==> src/hdl/obd_pkg.sv <==
package obd_pkg;
    localparam logic [6:0] SMB_ADDR_DEF  = 7'h6c; // Arbitrary default.
    localparam logic [7:0] OFS_PIN_FN    = 8'h0a;
    localparam logic [7:0] OFS_AMP_ALT   = 8'h10;
    localparam logic [7:0] OFS_AMP_DEF   = 8'h11;
    localparam logic [7:0] OFS_STATUS    = 8'h12;
    localparam logic [7:0] OFS_IMP_LO    = 8'h14;
    localparam logic [7:0] OFS_IMP_HI    = 8'h15;
    localparam int         AMP_LSB       = 4;
    localparam int         PIN_FN_BIT    = 7;
    localparam int         SEEN_BIT      = 4;
    localparam int         KEEP_BIT      = 3;
    localparam int         SDTO_BIT      = 2;
    localparam int         LIVE_BIT      = 0;
    localparam logic [3:0] AMP_DEF_RST   = 4'h7;
    localparam logic [3:0] AMP_ALT_RST   = 4'hb;
    localparam logic       PIN_FN_RST    = 1'b0;
    localparam logic       KEEP_RST      = 1'b1;
    localparam logic       SDTO_RST      = 1'b1;
    localparam logic [7:0] IMP_LO_RST    = 8'h00;
    localparam logic [7:0] IMP_HI_RST    = 8'hff;
    localparam logic [9:0] SWING_BASE_MV = 10'h271;
    localparam logic [9:0] SWING_STEP_MV = 10'h019;
    localparam logic [9:0] SWING_RST_MV  = 10'h320;
    localparam logic [1:0] STRAP_LOW     = 2'h0;
    localparam logic [1:0] STRAP_MID     = 2'h1;
    localparam logic [1:0] STRAP_HIGH    = 2'h2;
    localparam logic [6:0] SYNC_RST      = 7'h0b;
    localparam logic [1:0] INIT_WAIT     = 2'h3;
    localparam int         CLK_MHZ       = 125;
    localparam int         TMO_MS        = 25;
    localparam int         TMO_CYC       = TMO_MS * CLK_MHZ * 1000;
    localparam int         TMO_W         = 22;

    typedef enum logic [1:0] {TERM_85, TERM_100, TERM_34} obd_term_t;

    typedef enum logic [3:0] {
        ST_IDLE, ST_ADDR, ST_ACK_A, ST_CMD, ST_ACK_C,
        ST_WDATA, ST_ACK_W, ST_RDATA, ST_MACK
    } obd_smb_st_t;

    typedef struct packed {
        logic [3:0] amp_def;
        logic [3:0] amp_alt;
        logic       pin_amp_sel;
        logic       keep;
        logic       sdto_en;
        logic [7:0] imp_lo;
        logic [7:0] imp_hi;
    } obd_cfg_t;

    typedef struct packed {
        logic [3:0] swing_code;
        logic [9:0] swing_mv;
    } obd_drive_t;
endpackage

==> src/hdl/obd_regs.sv <==
`timescale 1ns/100ps
module obd_regs #(
    parameter logic [6:0] SMB_ADDR   = obd_pkg::SMB_ADDR_DEF,
    parameter int         TMO_CYCLES = obd_pkg::TMO_CYC
) (
    input  wire logic               clk_i,
    input  wire logic               arst_n_i,
    input  wire logic               smb_scl_i,
    input  wire logic               smb_sda_i,
    output logic                    smb_sda_o,
    output logic                    smb_sda_oe_o,
    input  wire logic               multifunction_pin_i,
    input  wire logic               power_good_powerdown_pin_i,
    input  wire logic [1:0]         impedance_strap_trilevel_i,
    input  wire logic               reference_input_clock_i,
    output obd_pkg::obd_drive_t     drive_o,
    output obd_pkg::obd_term_t      term_sel_o [8]
);
    import obd_pkg::*;

    logic [6:0]        pin_vec;
    logic [6:0]        sy1_ff, sy2_ff, sy3_ff, filt_ff, prev_ff, nxt_filt;
    logic              scl, sda, mf, pg, present;
    logic              scl_rise, scl_fall, start, stop, pg_fall, pg_rise;
    obd_smb_st_t       st_ff, nxt_st;
    logic [3:0]        bit_ff, nxt_bit;
    logic [7:0]        sh_ff, nxt_sh, tx_ff, nxt_tx, cmd_ff, nxt_cmd;
    logic              rw_ff, nxt_rw, wr_stb;
    logic [TMO_W-1:0]  scl_cnt_ff, nxt_scl_cnt, sda_cnt_ff, nxt_sda_cnt;
    logic              scl_tmo, sda_tmo;
    obd_cfg_t          cfg_ff, nxt_cfg, cfg_dflt;
    logic              seen_ff, nxt_seen, live_ff, nxt_live;
    logic              pend_ff, nxt_pend, init_ff, nxt_init;
    logic [1:0]        icnt_ff, nxt_icnt;
    logic [7:0]        s_lo_ff, nxt_s_lo, s_hi_ff, nxt_s_hi;
    logic [7:0]        rd_byte;
    obd_drive_t        drive_ff, nxt_drive;
    obd_term_t         term_ff [8];
    obd_term_t         nxt_term [8];

    assign pin_vec = {impedance_strap_trilevel_i, reference_input_clock_i,
                      power_good_powerdown_pin_i, multifunction_pin_i,
                      smb_sda_i, smb_scl_i};

    // Each pin passes three flops; a change counts once stages two and
    // three agree.
    for (genvar i = 0; i < 7; i++) begin : g_sync
        assign nxt_filt[i] = (sy2_ff[i] == sy3_ff[i]) ? sy2_ff[i] : filt_ff[i];
    end

    always_ff @(posedge clk_i or negedge arst_n_i) begin
        if (!arst_n_i) begin
            sy1_ff  <= SYNC_RST;
            sy2_ff  <= SYNC_RST;
            sy3_ff  <= SYNC_RST;
            filt_ff <= SYNC_RST;
            prev_ff <= SYNC_RST;
        end else begin
            sy1_ff  <= pin_vec;
            sy2_ff  <= sy1_ff;
            sy3_ff  <= sy2_ff;
            filt_ff <= nxt_filt;
            prev_ff <= filt_ff;
        end
    end

    assign scl      = filt_ff[0];
    assign sda      = filt_ff[1];
    assign mf       = filt_ff[2];
    assign pg       = filt_ff[3];
    assign present  = filt_ff[4];
    assign scl_rise = scl & ~prev_ff[0];
    assign scl_fall = ~scl & prev_ff[0];
    assign start    = scl & prev_ff[0] & prev_ff[1] & ~sda;
    assign stop     = scl & prev_ff[0] & ~prev_ff[1] & sda;
    assign pg_fall  = ~pg & prev_ff[3];
    assign pg_rise  = pg & ~prev_ff[3];
    assign scl_tmo  = scl_cnt_ff == TMO_W'(TMO_CYCLES - 1);
    assign sda_tmo  = sda_cnt_ff == TMO_W'(TMO_CYCLES - 1);

    always_comb begin
        rd_byte = 8'h00;
        case (cmd_ff)
            OFS_PIN_FN:  rd_byte[PIN_FN_BIT] = cfg_ff.pin_amp_sel;
            OFS_AMP_ALT: rd_byte[7:AMP_LSB] = cfg_ff.amp_alt;
            OFS_AMP_DEF: rd_byte[7:AMP_LSB] = cfg_ff.amp_def;
            OFS_STATUS: begin
                rd_byte[SEEN_BIT] = seen_ff;
                rd_byte[KEEP_BIT] = cfg_ff.keep;
                rd_byte[SDTO_BIT] = cfg_ff.sdto_en;
                rd_byte[LIVE_BIT] = live_ff;
            end
            OFS_IMP_LO:  rd_byte = cfg_ff.imp_lo;
            OFS_IMP_HI:  rd_byte = cfg_ff.imp_hi;
            default:     rd_byte = 8'h00;
        endcase
    end

    always_comb begin
        nxt_st  = st_ff;
        nxt_bit = bit_ff;
        nxt_sh  = sh_ff;
        nxt_tx  = tx_ff;
        nxt_cmd = cmd_ff;
        nxt_rw  = rw_ff;
        wr_stb  = 1'b0;
        nxt_scl_cnt = scl ? '0 : (scl_tmo ? scl_cnt_ff : scl_cnt_ff + 1'b1);
        nxt_sda_cnt = (sda || !cfg_ff.sdto_en) ? '0 :
                      (sda_tmo ? sda_cnt_ff : sda_cnt_ff + 1'b1);
        if (scl_tmo || (sda_tmo && cfg_ff.sdto_en) || stop) begin
            nxt_st = ST_IDLE;
        end else if (start) begin
            nxt_st  = ST_ADDR;
            nxt_bit = 4'h0;
        end else begin
            case (st_ff)
                ST_ADDR, ST_CMD, ST_WDATA: begin
                    if (scl_rise) begin
                        nxt_sh  = {sh_ff[6:0], sda};
                        nxt_bit = bit_ff + 4'h1;
                    end else if (scl_fall && bit_ff == 4'h8) begin
                        nxt_bit = 4'h0;
                        if (st_ff == ST_ADDR) begin
                            nxt_rw = sh_ff[0];
                            nxt_st = (sh_ff[7:1] == SMB_ADDR) ? ST_ACK_A : ST_IDLE;
                        end else if (st_ff == ST_CMD) begin
                            nxt_cmd = sh_ff;
                            nxt_st  = ST_ACK_C;
                        end else begin
                            wr_stb = 1'b1;
                            nxt_st = ST_ACK_W;
                        end
                    end
                end
                ST_ACK_A: begin
                    if (scl_fall) begin
                        nxt_st = rw_ff ? ST_RDATA : ST_CMD;
                        nxt_tx = rd_byte;
                    end
                end
                ST_ACK_C, ST_ACK_W: begin
                    if (scl_fall) begin
                        nxt_st = ST_WDATA;
                    end
                end
                ST_RDATA: begin
                    if (scl_rise) begin
                        nxt_bit = bit_ff + 4'h1;
                    end else if (scl_fall) begin
                        nxt_tx = {tx_ff[6:0], 1'b1};
                        if (bit_ff == 4'h8) begin
                            nxt_st  = ST_MACK;
                            nxt_bit = 4'h0;
                        end
                    end
                end
                ST_MACK: begin
                    if (scl_rise) begin
                        nxt_sh = {7'h00, sda};
                    end else if (scl_fall) begin
                        nxt_st = sh_ff[0] ? ST_IDLE : ST_RDATA;
                        nxt_tx = rd_byte;
                    end
                end
                default: nxt_st = ST_IDLE;
            endcase
        end
    end

    always_ff @(posedge clk_i or negedge arst_n_i) begin
        if (!arst_n_i) begin
            st_ff      <= ST_IDLE;
            bit_ff     <= 4'h0;
            sh_ff      <= 8'h00;
            tx_ff      <= 8'hff;
            cmd_ff     <= 8'h00;
            rw_ff      <= 1'b0;
            scl_cnt_ff <= '0;
            sda_cnt_ff <= '0;
        end else begin
            st_ff      <= nxt_st;
            bit_ff     <= nxt_bit;
            sh_ff      <= nxt_sh;
            tx_ff      <= nxt_tx;
            cmd_ff     <= nxt_cmd;
            rw_ff      <= nxt_rw;
            scl_cnt_ff <= nxt_scl_cnt;
            sda_cnt_ff <= nxt_sda_cnt;
        end
    end

    assign smb_sda_o    = 1'b0;
    assign smb_sda_oe_o = (st_ff == ST_ACK_A) || (st_ff == ST_ACK_C) ||
                          (st_ff == ST_ACK_W) || (st_ff == ST_RDATA && !tx_ff[7]);

    always_comb begin
        cfg_dflt = {AMP_DEF_RST, AMP_ALT_RST, PIN_FN_RST, KEEP_RST, SDTO_RST,
                    s_lo_ff, s_hi_ff};
        nxt_cfg  = cfg_ff;
        nxt_s_lo = s_lo_ff;
        nxt_s_hi = s_hi_ff;
        nxt_pend = pend_ff;
        nxt_init = init_ff;
        nxt_icnt = icnt_ff;
        nxt_seen = seen_ff | present;
        nxt_live = present;
        if (!init_ff) begin
            nxt_icnt = icnt_ff + 2'h1;
            if (icnt_ff == INIT_WAIT) begin
                nxt_init = 1'b1;
                nxt_s_lo = (nxt_filt[6:5] == STRAP_HIGH) ?
                           8'hff : 8'h00;
                nxt_s_hi = (nxt_filt[6:5] == STRAP_MID) ?
                           8'hff : 8'h00;
                nxt_cfg.imp_lo = nxt_s_lo;
                nxt_cfg.imp_hi = nxt_s_hi;
            end
        end else if (pg_fall && !cfg_ff.keep) begin
            nxt_cfg      = cfg_dflt;
            nxt_cfg.keep = 1'b0;
            nxt_pend     = 1'b1;
        end else if (pg_rise && pend_ff) begin
            nxt_cfg.keep = 1'b1;
            nxt_pend     = 1'b0;
        end else if (wr_stb) begin
            case (cmd_ff)
                OFS_PIN_FN:  nxt_cfg.pin_amp_sel = sh_ff[PIN_FN_BIT];
                OFS_AMP_ALT: nxt_cfg.amp_alt = sh_ff[7:AMP_LSB];
                OFS_AMP_DEF: nxt_cfg.amp_def = sh_ff[7:AMP_LSB];
                OFS_STATUS: begin
                    nxt_cfg.keep    = sh_ff[KEEP_BIT];
                    nxt_cfg.sdto_en = sh_ff[SDTO_BIT];
                end
                OFS_IMP_LO:  nxt_cfg.imp_lo = sh_ff;
                OFS_IMP_HI:  nxt_cfg.imp_hi = sh_ff;
                default:     nxt_cfg = cfg_ff;
            endcase
        end
        nxt_drive.swing_code = (cfg_ff.pin_amp_sel && mf) ? cfg_ff.amp_alt
                                                          : cfg_ff.amp_def;
        nxt_drive.swing_mv = SWING_BASE_MV +
                             SWING_STEP_MV * {6'h00, nxt_drive.swing_code};
    end

    for (genvar i = 0; i < 8; i++) begin : g_term
        assign nxt_term[i] = cfg_ff.imp_hi[i] ? TERM_34 :
                             (cfg_ff.imp_lo[i] ? TERM_100 : TERM_85);
        always_ff @(posedge clk_i or negedge arst_n_i) begin
            if (!arst_n_i) begin
                term_ff[i] <= TERM_34;
            end else begin
                term_ff[i] <= nxt_term[i];
            end
        end
        assign term_sel_o[i] = term_ff[i];
    end

    always_ff @(posedge clk_i or negedge arst_n_i) begin
        if (!arst_n_i) begin
            cfg_ff   <= {AMP_DEF_RST, AMP_ALT_RST, PIN_FN_RST, KEEP_RST, SDTO_RST,
                         IMP_LO_RST, IMP_HI_RST};
            s_lo_ff  <= IMP_LO_RST;
            s_hi_ff  <= IMP_HI_RST;
            pend_ff  <= 1'b0;
            init_ff  <= 1'b0;
            icnt_ff  <= 2'h0;
            seen_ff  <= 1'b0;
            live_ff  <= 1'b0;
            drive_ff <= {AMP_DEF_RST, SWING_RST_MV};
        end else begin
            cfg_ff   <= nxt_cfg;
            s_lo_ff  <= nxt_s_lo;
            s_hi_ff  <= nxt_s_hi;
            pend_ff  <= nxt_pend;
            init_ff  <= nxt_init;
            icnt_ff  <= nxt_icnt;
            seen_ff  <= nxt_seen;
            live_ff  <= nxt_live;
            drive_ff <= nxt_drive;
        end
    end

    assign drive_o = drive_ff;

    a_swing_default: assert property (@(posedge clk_i) disable iff (!arst_n_i)
        !cfg_ff.pin_amp_sel |=> drive_ff.swing_code == $past(cfg_ff.amp_def))
        else $error("Default swing not applied.");
    a_swing_alt: assert property (@(posedge clk_i) disable iff (!arst_n_i)
        cfg_ff.pin_amp_sel && mf |=> drive_ff.swing_code == $past(cfg_ff.amp_alt))
        else $error("Alternate swing not applied.");
    a_swing_mv: assert property (@(posedge clk_i) disable iff (!arst_n_i)
        drive_ff.swing_code == 4'hf |-> drive_ff.swing_mv == 10'h3e8)
        else $error("Swing code 15 is not 1000 mV.");
    a_seen_sticky: assert property (@(posedge clk_i) disable iff (!arst_n_i)
        present |=> seen_ff ##1 seen_ff)
        else $error("Clock seen flag not sticky.");
    a_keep_clear: assert property (@(posedge clk_i) disable iff (!arst_n_i)
        init_ff && pg_fall && !cfg_ff.keep |=> cfg_ff.amp_def == AMP_DEF_RST)
        else $error("Configuration not cleared.");
    a_keep_return: assert property (@(posedge clk_i) disable iff (!arst_n_i)
        init_ff && pend_ff && pg_rise && !pg_fall |=> cfg_ff.keep && !pend_ff)
        else $error("Keep bit did not return.");
    a_sda_timeout: assert property (@(posedge clk_i) disable iff (!arst_n_i)
        sda_tmo && cfg_ff.sdto_en |=> st_ff == ST_IDLE)
        else $error("Data-line timeout did not release the bus.");
    a_scl_timeout: assert property (@(posedge clk_i) disable iff (!arst_n_i)
        scl_tmo |=> st_ff == ST_IDLE && !smb_sda_oe_o)
        else $error("Clock-line timeout did not release the bus.");
    a_live_status: assert property (@(posedge clk_i) disable iff (!arst_n_i)
        present ##1 present |-> live_ff)
        else $error("Live status does not follow the input.");
    a_term_high: assert property (@(posedge clk_i) disable iff (!arst_n_i)
        cfg_ff.imp_hi[0] |=> term_ff[0] == TERM_34)
        else $error("High termination bit did not override.");
endmodule

==> config.mk <==
export PLATFORM = sky130hd
export DESIGN_NAME = obd_regs
export DESIGN_NICKNAME = d
export VERILOG_FILES = /design/src/hdl/obd_pkg.sv /design/src/hdl/obd_regs.sv
export SDC_FILE = /design/constraint.sdc
export NUM_CORES = 1
export LEC_CHECK = 0
export ABC_AREA = 1
export BUFFER_PORTS_ARGS = -buffer_cell sky130_fd_sc_hd__buf_2
export CAP_MARGIN = 20
export CORE_MARGIN = 4
export CORE_UTILIZATION = 28
export DETAILED_ROUTE_END_ITERATION = 8
export MAX_ROUTING_LAYER = met4
export PLACE_DENSITY_LB_ADDON = 0.3
export SLEW_MARGIN = 0
export SYNTH_ARGS = -nofsm -noshare
export SYNTH_HDL_FRONTEND = slang
export SYNTH_SLANG_ARGS = --single-unit
==> constraint.sdc <==
create_clock -name clk_i -period 3.2 [get_ports clk_i]
set_clock_uncertainty 0.1 [all_clocks]
set_input_delay 0.64 -clock clk_i [delete_from_list [all_inputs] [get_ports clk_i]]
set_output_delay 0.64 -clock clk_i [all_outputs]
set_load 0.005 [all_outputs]
==> summary.txt <==
STA
  – TNS Setup: 0 ns
  – Slew Viols, Final: 0
  – Tcrit/Tclk final: 85.03%
  – Slew at the pin with the worst max-slew slack: 0.7159 ns
  – Fin crit period: 2.721 ns
  – F_max: 367.5 MHz
  – Slew margin rel.: 51.77%
  – RSZ-0062 raised after global routing: false
  – Setup violators final: 0
  – Fin. Hold Viols: 0

Clock network
  – Clk sinks: 173
  – Post-CTS Setup Inserts: 0
  – Clk_lat worst skew: 0.43 ns
  – Num CTS Buffers: 17
  – Cts hold-fix bufs: 0
  – CTS clock-pin slew for the worst setup and hold paths: 0.08 ns
  – Number of H-tree levels: 4
  – Root buffer cell: clkbuf_16
  – Longest Clk Path Bufs: 2
  – Post-CTS Resized: 0
  – CTS tree: built

Worst setup path
  – Worst setup SP type: register
  – Critical path class: reg -> reg
  – Worst EP required: 3.45 ns
  – R2r startpoint: cfg_ff[18]
  – Critical path peak fanout: 8
  – CP arrival: 2.98 ns
  – CP Capture Type: register
  – Worst setup path start: cfg_ff[18]

Drt
  – Iteration-0 DRC Markers: 387
  – Total number of vias: 6472
  – DR vias/cell: 4.482
  – Routed WL: 18390 µm
  – Remaining antenna violation count: 0
  – Residual DRC: 0
  – WL/cell: 12.73 µm
  – DR pass1 iterations: 4

GRT
  – Pin count of the biggest net entering global routing: 72
  – Remaining global-route overflow: 0
  – First-pass GRT wire length: 32610 µm
  – Initial antenna violation count: 0
  – Gr usage total: 12.10%
  – Vias in the first global route: 6487

Yosys
  – Warnings from Yosys: 0
  – FFs w/ async S/R, synth: 100.0%
  – Number of synthesized flops with an enable pin: 0
  – Synthesized flop and latch total: 173
  – Cells after Synth: 991
  – Post-synthesis cell type count: 52
  – Most used DFF post-synth: dfrtp_1
  – Register area share after synthesis: 51.40%
  – Syn Area/Cell: 8.632 µm²
  – Post-Syn Nets: 1016
  – Netlist Area Pre-Place: 0.008554 mm²

Floorplanning
  – Core Area: 0.02987 mm²
  – FP Rows: 63
  – Die span in x: 182.8 µm
  – Io pins: 41
  – Die footprint: 0.03341 mm²
  – Initial Util: 28.63%
  – Die height: 182.8 µm

Job
  – Max-Cap Viols: 0

Placement
  – Area after DPL: 0.009223 mm²
  – Final Wtd Congestion: 0.8655
  – Buffers on Ports: 39
  – Hpwl dp: 13570 µm

Pwr
  – PwrDens: 675.7 mW/mm²
  – Switch share: 34.94%
  – Clock Power Share: 31.4%
  – Lkg Pwr: 4.496 nW
  – Logic gate share of total power: 24.1%
  – Peak supply drop: 0.4109 mV
  – Sw Pwr: 2.317 mW
  – Seq pwr share: 44.4%
  – Cell-internal power: 4.315 mW

Run status
  – Status: completed

Layout
  – # nets final: 1066
  – Most common cell after layout, fill and taps aside: nand2_1
  – Synth-to-layout area growth: 14.74%
  – N_diodes: 0
  – # fillers: 3100
  – Register area: 0.004397 mm²
  – Multi-input gate area: 0.003622 mm²
  – Most frequent cells in the layout: 253 x nand2_1, 119 x dfrtp_1, 101 x inv_1
  – Post-route cell area: 0.009816 mm²
  – Layout cells sized above 1: 20.87%

Worst hold path
  – Min-Delay Path Class: in -> async
[path summary, 6_finish.rpt]
kind / slack, ns / to / cells past startpoint
setup / recovery: 0.48 / drive_o[9] / 9
hold / removal: 0.11 / drive_o[4] / 1
setup reg to reg: 0.48 / drive_o[9] / 9
hold reg to reg: 0.25 / sy2_ff[0] / 0
max in group asynchronous: 2.16 / sh_ff[6] / 2
min in group clk_i: 0.20 / sy1_ff[0] / 1
[layer usage]
layer / GRT usage [%] / vias up / wire [µm]
met5: - / - / 0
met4: 3.248 / 0 / 272
met3: 2.440 / 15 / 549
met2: 18.92 / 78 / 8520
met1: 16.15 / 3057 / 9043
li1: - / 3322 / -
[cell usage after synthesis (3+ instances only)]
master | number | area share [%]
ha_1 | 15 | 2.2
maj3_1 | 6 | 0.70
inv_1 | 101 | 4.4
dfrtp_1 | 119 | 35
a21oi_1 | 35 | 2.0
inv_2 | 12 | 0.53
nor2_1 | 92 | 4.0
nand3_1 | 62 | 3.6
xnor2_1 | 3 | 0.31
dfstp_2 | 54 | 17
or2_2 | 3 | 0.22
o21ai_1 | 16 | 0.94
a31oi_1 | 4 | 0.29
nor4_1 | 5 | 0.37
nand2_2 | 11 | 0.80
nand3_2 | 9 | 1.1
o21ai_2 | 21 | 2.2
o21ai_0 | 54 | 3.2
nor3_2 | 4 | 0.47
buf_2 | 4 | 0.23
nor2_2 | 11 | 0.80
nor2_4 | 4 | 0.53
nor3_1 | 26 | 1.5
o31ai_1 | 3 | 0.26
mux2i_1 | 4 | 0.47
nand3_4 | 4 | 0.82
buf_6 | 4 | 0.53
nand2_4 | 4 | 0.53
clkbuf_1 | 5 | 0.22
nand2_1 | 253 | 11
xor2_1 | 7 | 0.72
nand4_1 | 11 | 0.80
[sequential cells by signal, summed over array words and instances (netlist names)]
| register | count |
|---|---|
| init_ff | 1 |
| icnt_ff | 2 |
| cmd_ff | 8 |
| cfg_ff | 27 |
| sy3_ff | 7 |
| tx_ff | 8 |
| sy2_ff | 7 |
| rw_ff | 1 |
| scl_cnt_ff | 22 |
| live_ff | 1 |
| filt_ff | 7 |
| bit_ff | 4 |
| drive_o | 14 |
| sy1_ff | 7 |
| s_hi_ff | 1 |
| st_ff | 4 |
| s_lo_ff | 1 |
| pend_ff | 1 |
| term_sel_o | 16 |
| prev_ff | 3 |
| seen_ff | 1 |
| sda_cnt_ff | 22 |
| sh_ff | 8 |
[power by group through the flow]
stage	Clock [mW]	Combinational, mW	Sequential [mW]
after global routing	2.26	1.87	3.01
after floorplan	0	1.17	2.93
after CTS	2.17	1.63	2.95
after detailed placement	0	1.63	2.99
final	2.08	1.60	2.95
after global placement	0	1.61	2.98
[kinds of logic (layout without fill, tap and decap cells)]
family / count (synthesis) / after routing / synth area share (%)
buffers and inverters: 131 / 194 / 6.260
adder cells (fa/ha/maj): 22 / 22 / 3.130
XOR/XNOR: 10 / 10 / 1.024
flip-flops: 173 / 173 / 51.40
AND/OR/NAND/NOR: 507 / 507 / 27.86
AO/OA/AOI/OAI: 143 / 143 / 9.814
other: 1 / 1 / 0.04384
multiplexers: 4 / 4 / 0.4681
[final cells by class]
type,count,share of cell area [%]
clock buffer,17,4.334
tap,390,4.971
timing repair buffer,45,2.766
inverter,117,4.525
sequential,173,44.79
multi-input combinational,687,36.90
clock inverter,15,1.708
[per-stage QoR]
stage / util, % / power (mW) / hold WS (ns) / instances / setup WS, ns
CTS: 32.86 / 6.751 / 0.1225 / 1444 / 0.4434
finish: 32.86 / 6.632 / 0.1059 / 1444 / 0.4790
global placement: 30.87 / 4.590 / 0.2351 / 1412 / 0.5676
floorplan: - / 4.097 / 0.2312 / 991 / 0.7582
detailed placement: 30.87 / 4.617 / 0.2396 / 1412 / 0.4392
global route: 32.86 / 7.134 / 0.1539 / 1444 / 0.02645
[critical path, stage by stage (launching register included)]
cell	delay (ns)
dfrtp_1	0.37
nand2_1	0.16
o21ai_0	0.62
ha_1	0.28
fa_1	0.46
nand3_1	0.14
o21ai_0	0.09
a21oi_1	0.20
nor2_1	0.07
o21ai_0	0.16
No activity file was read; power rests on OpenSTA's default activity.
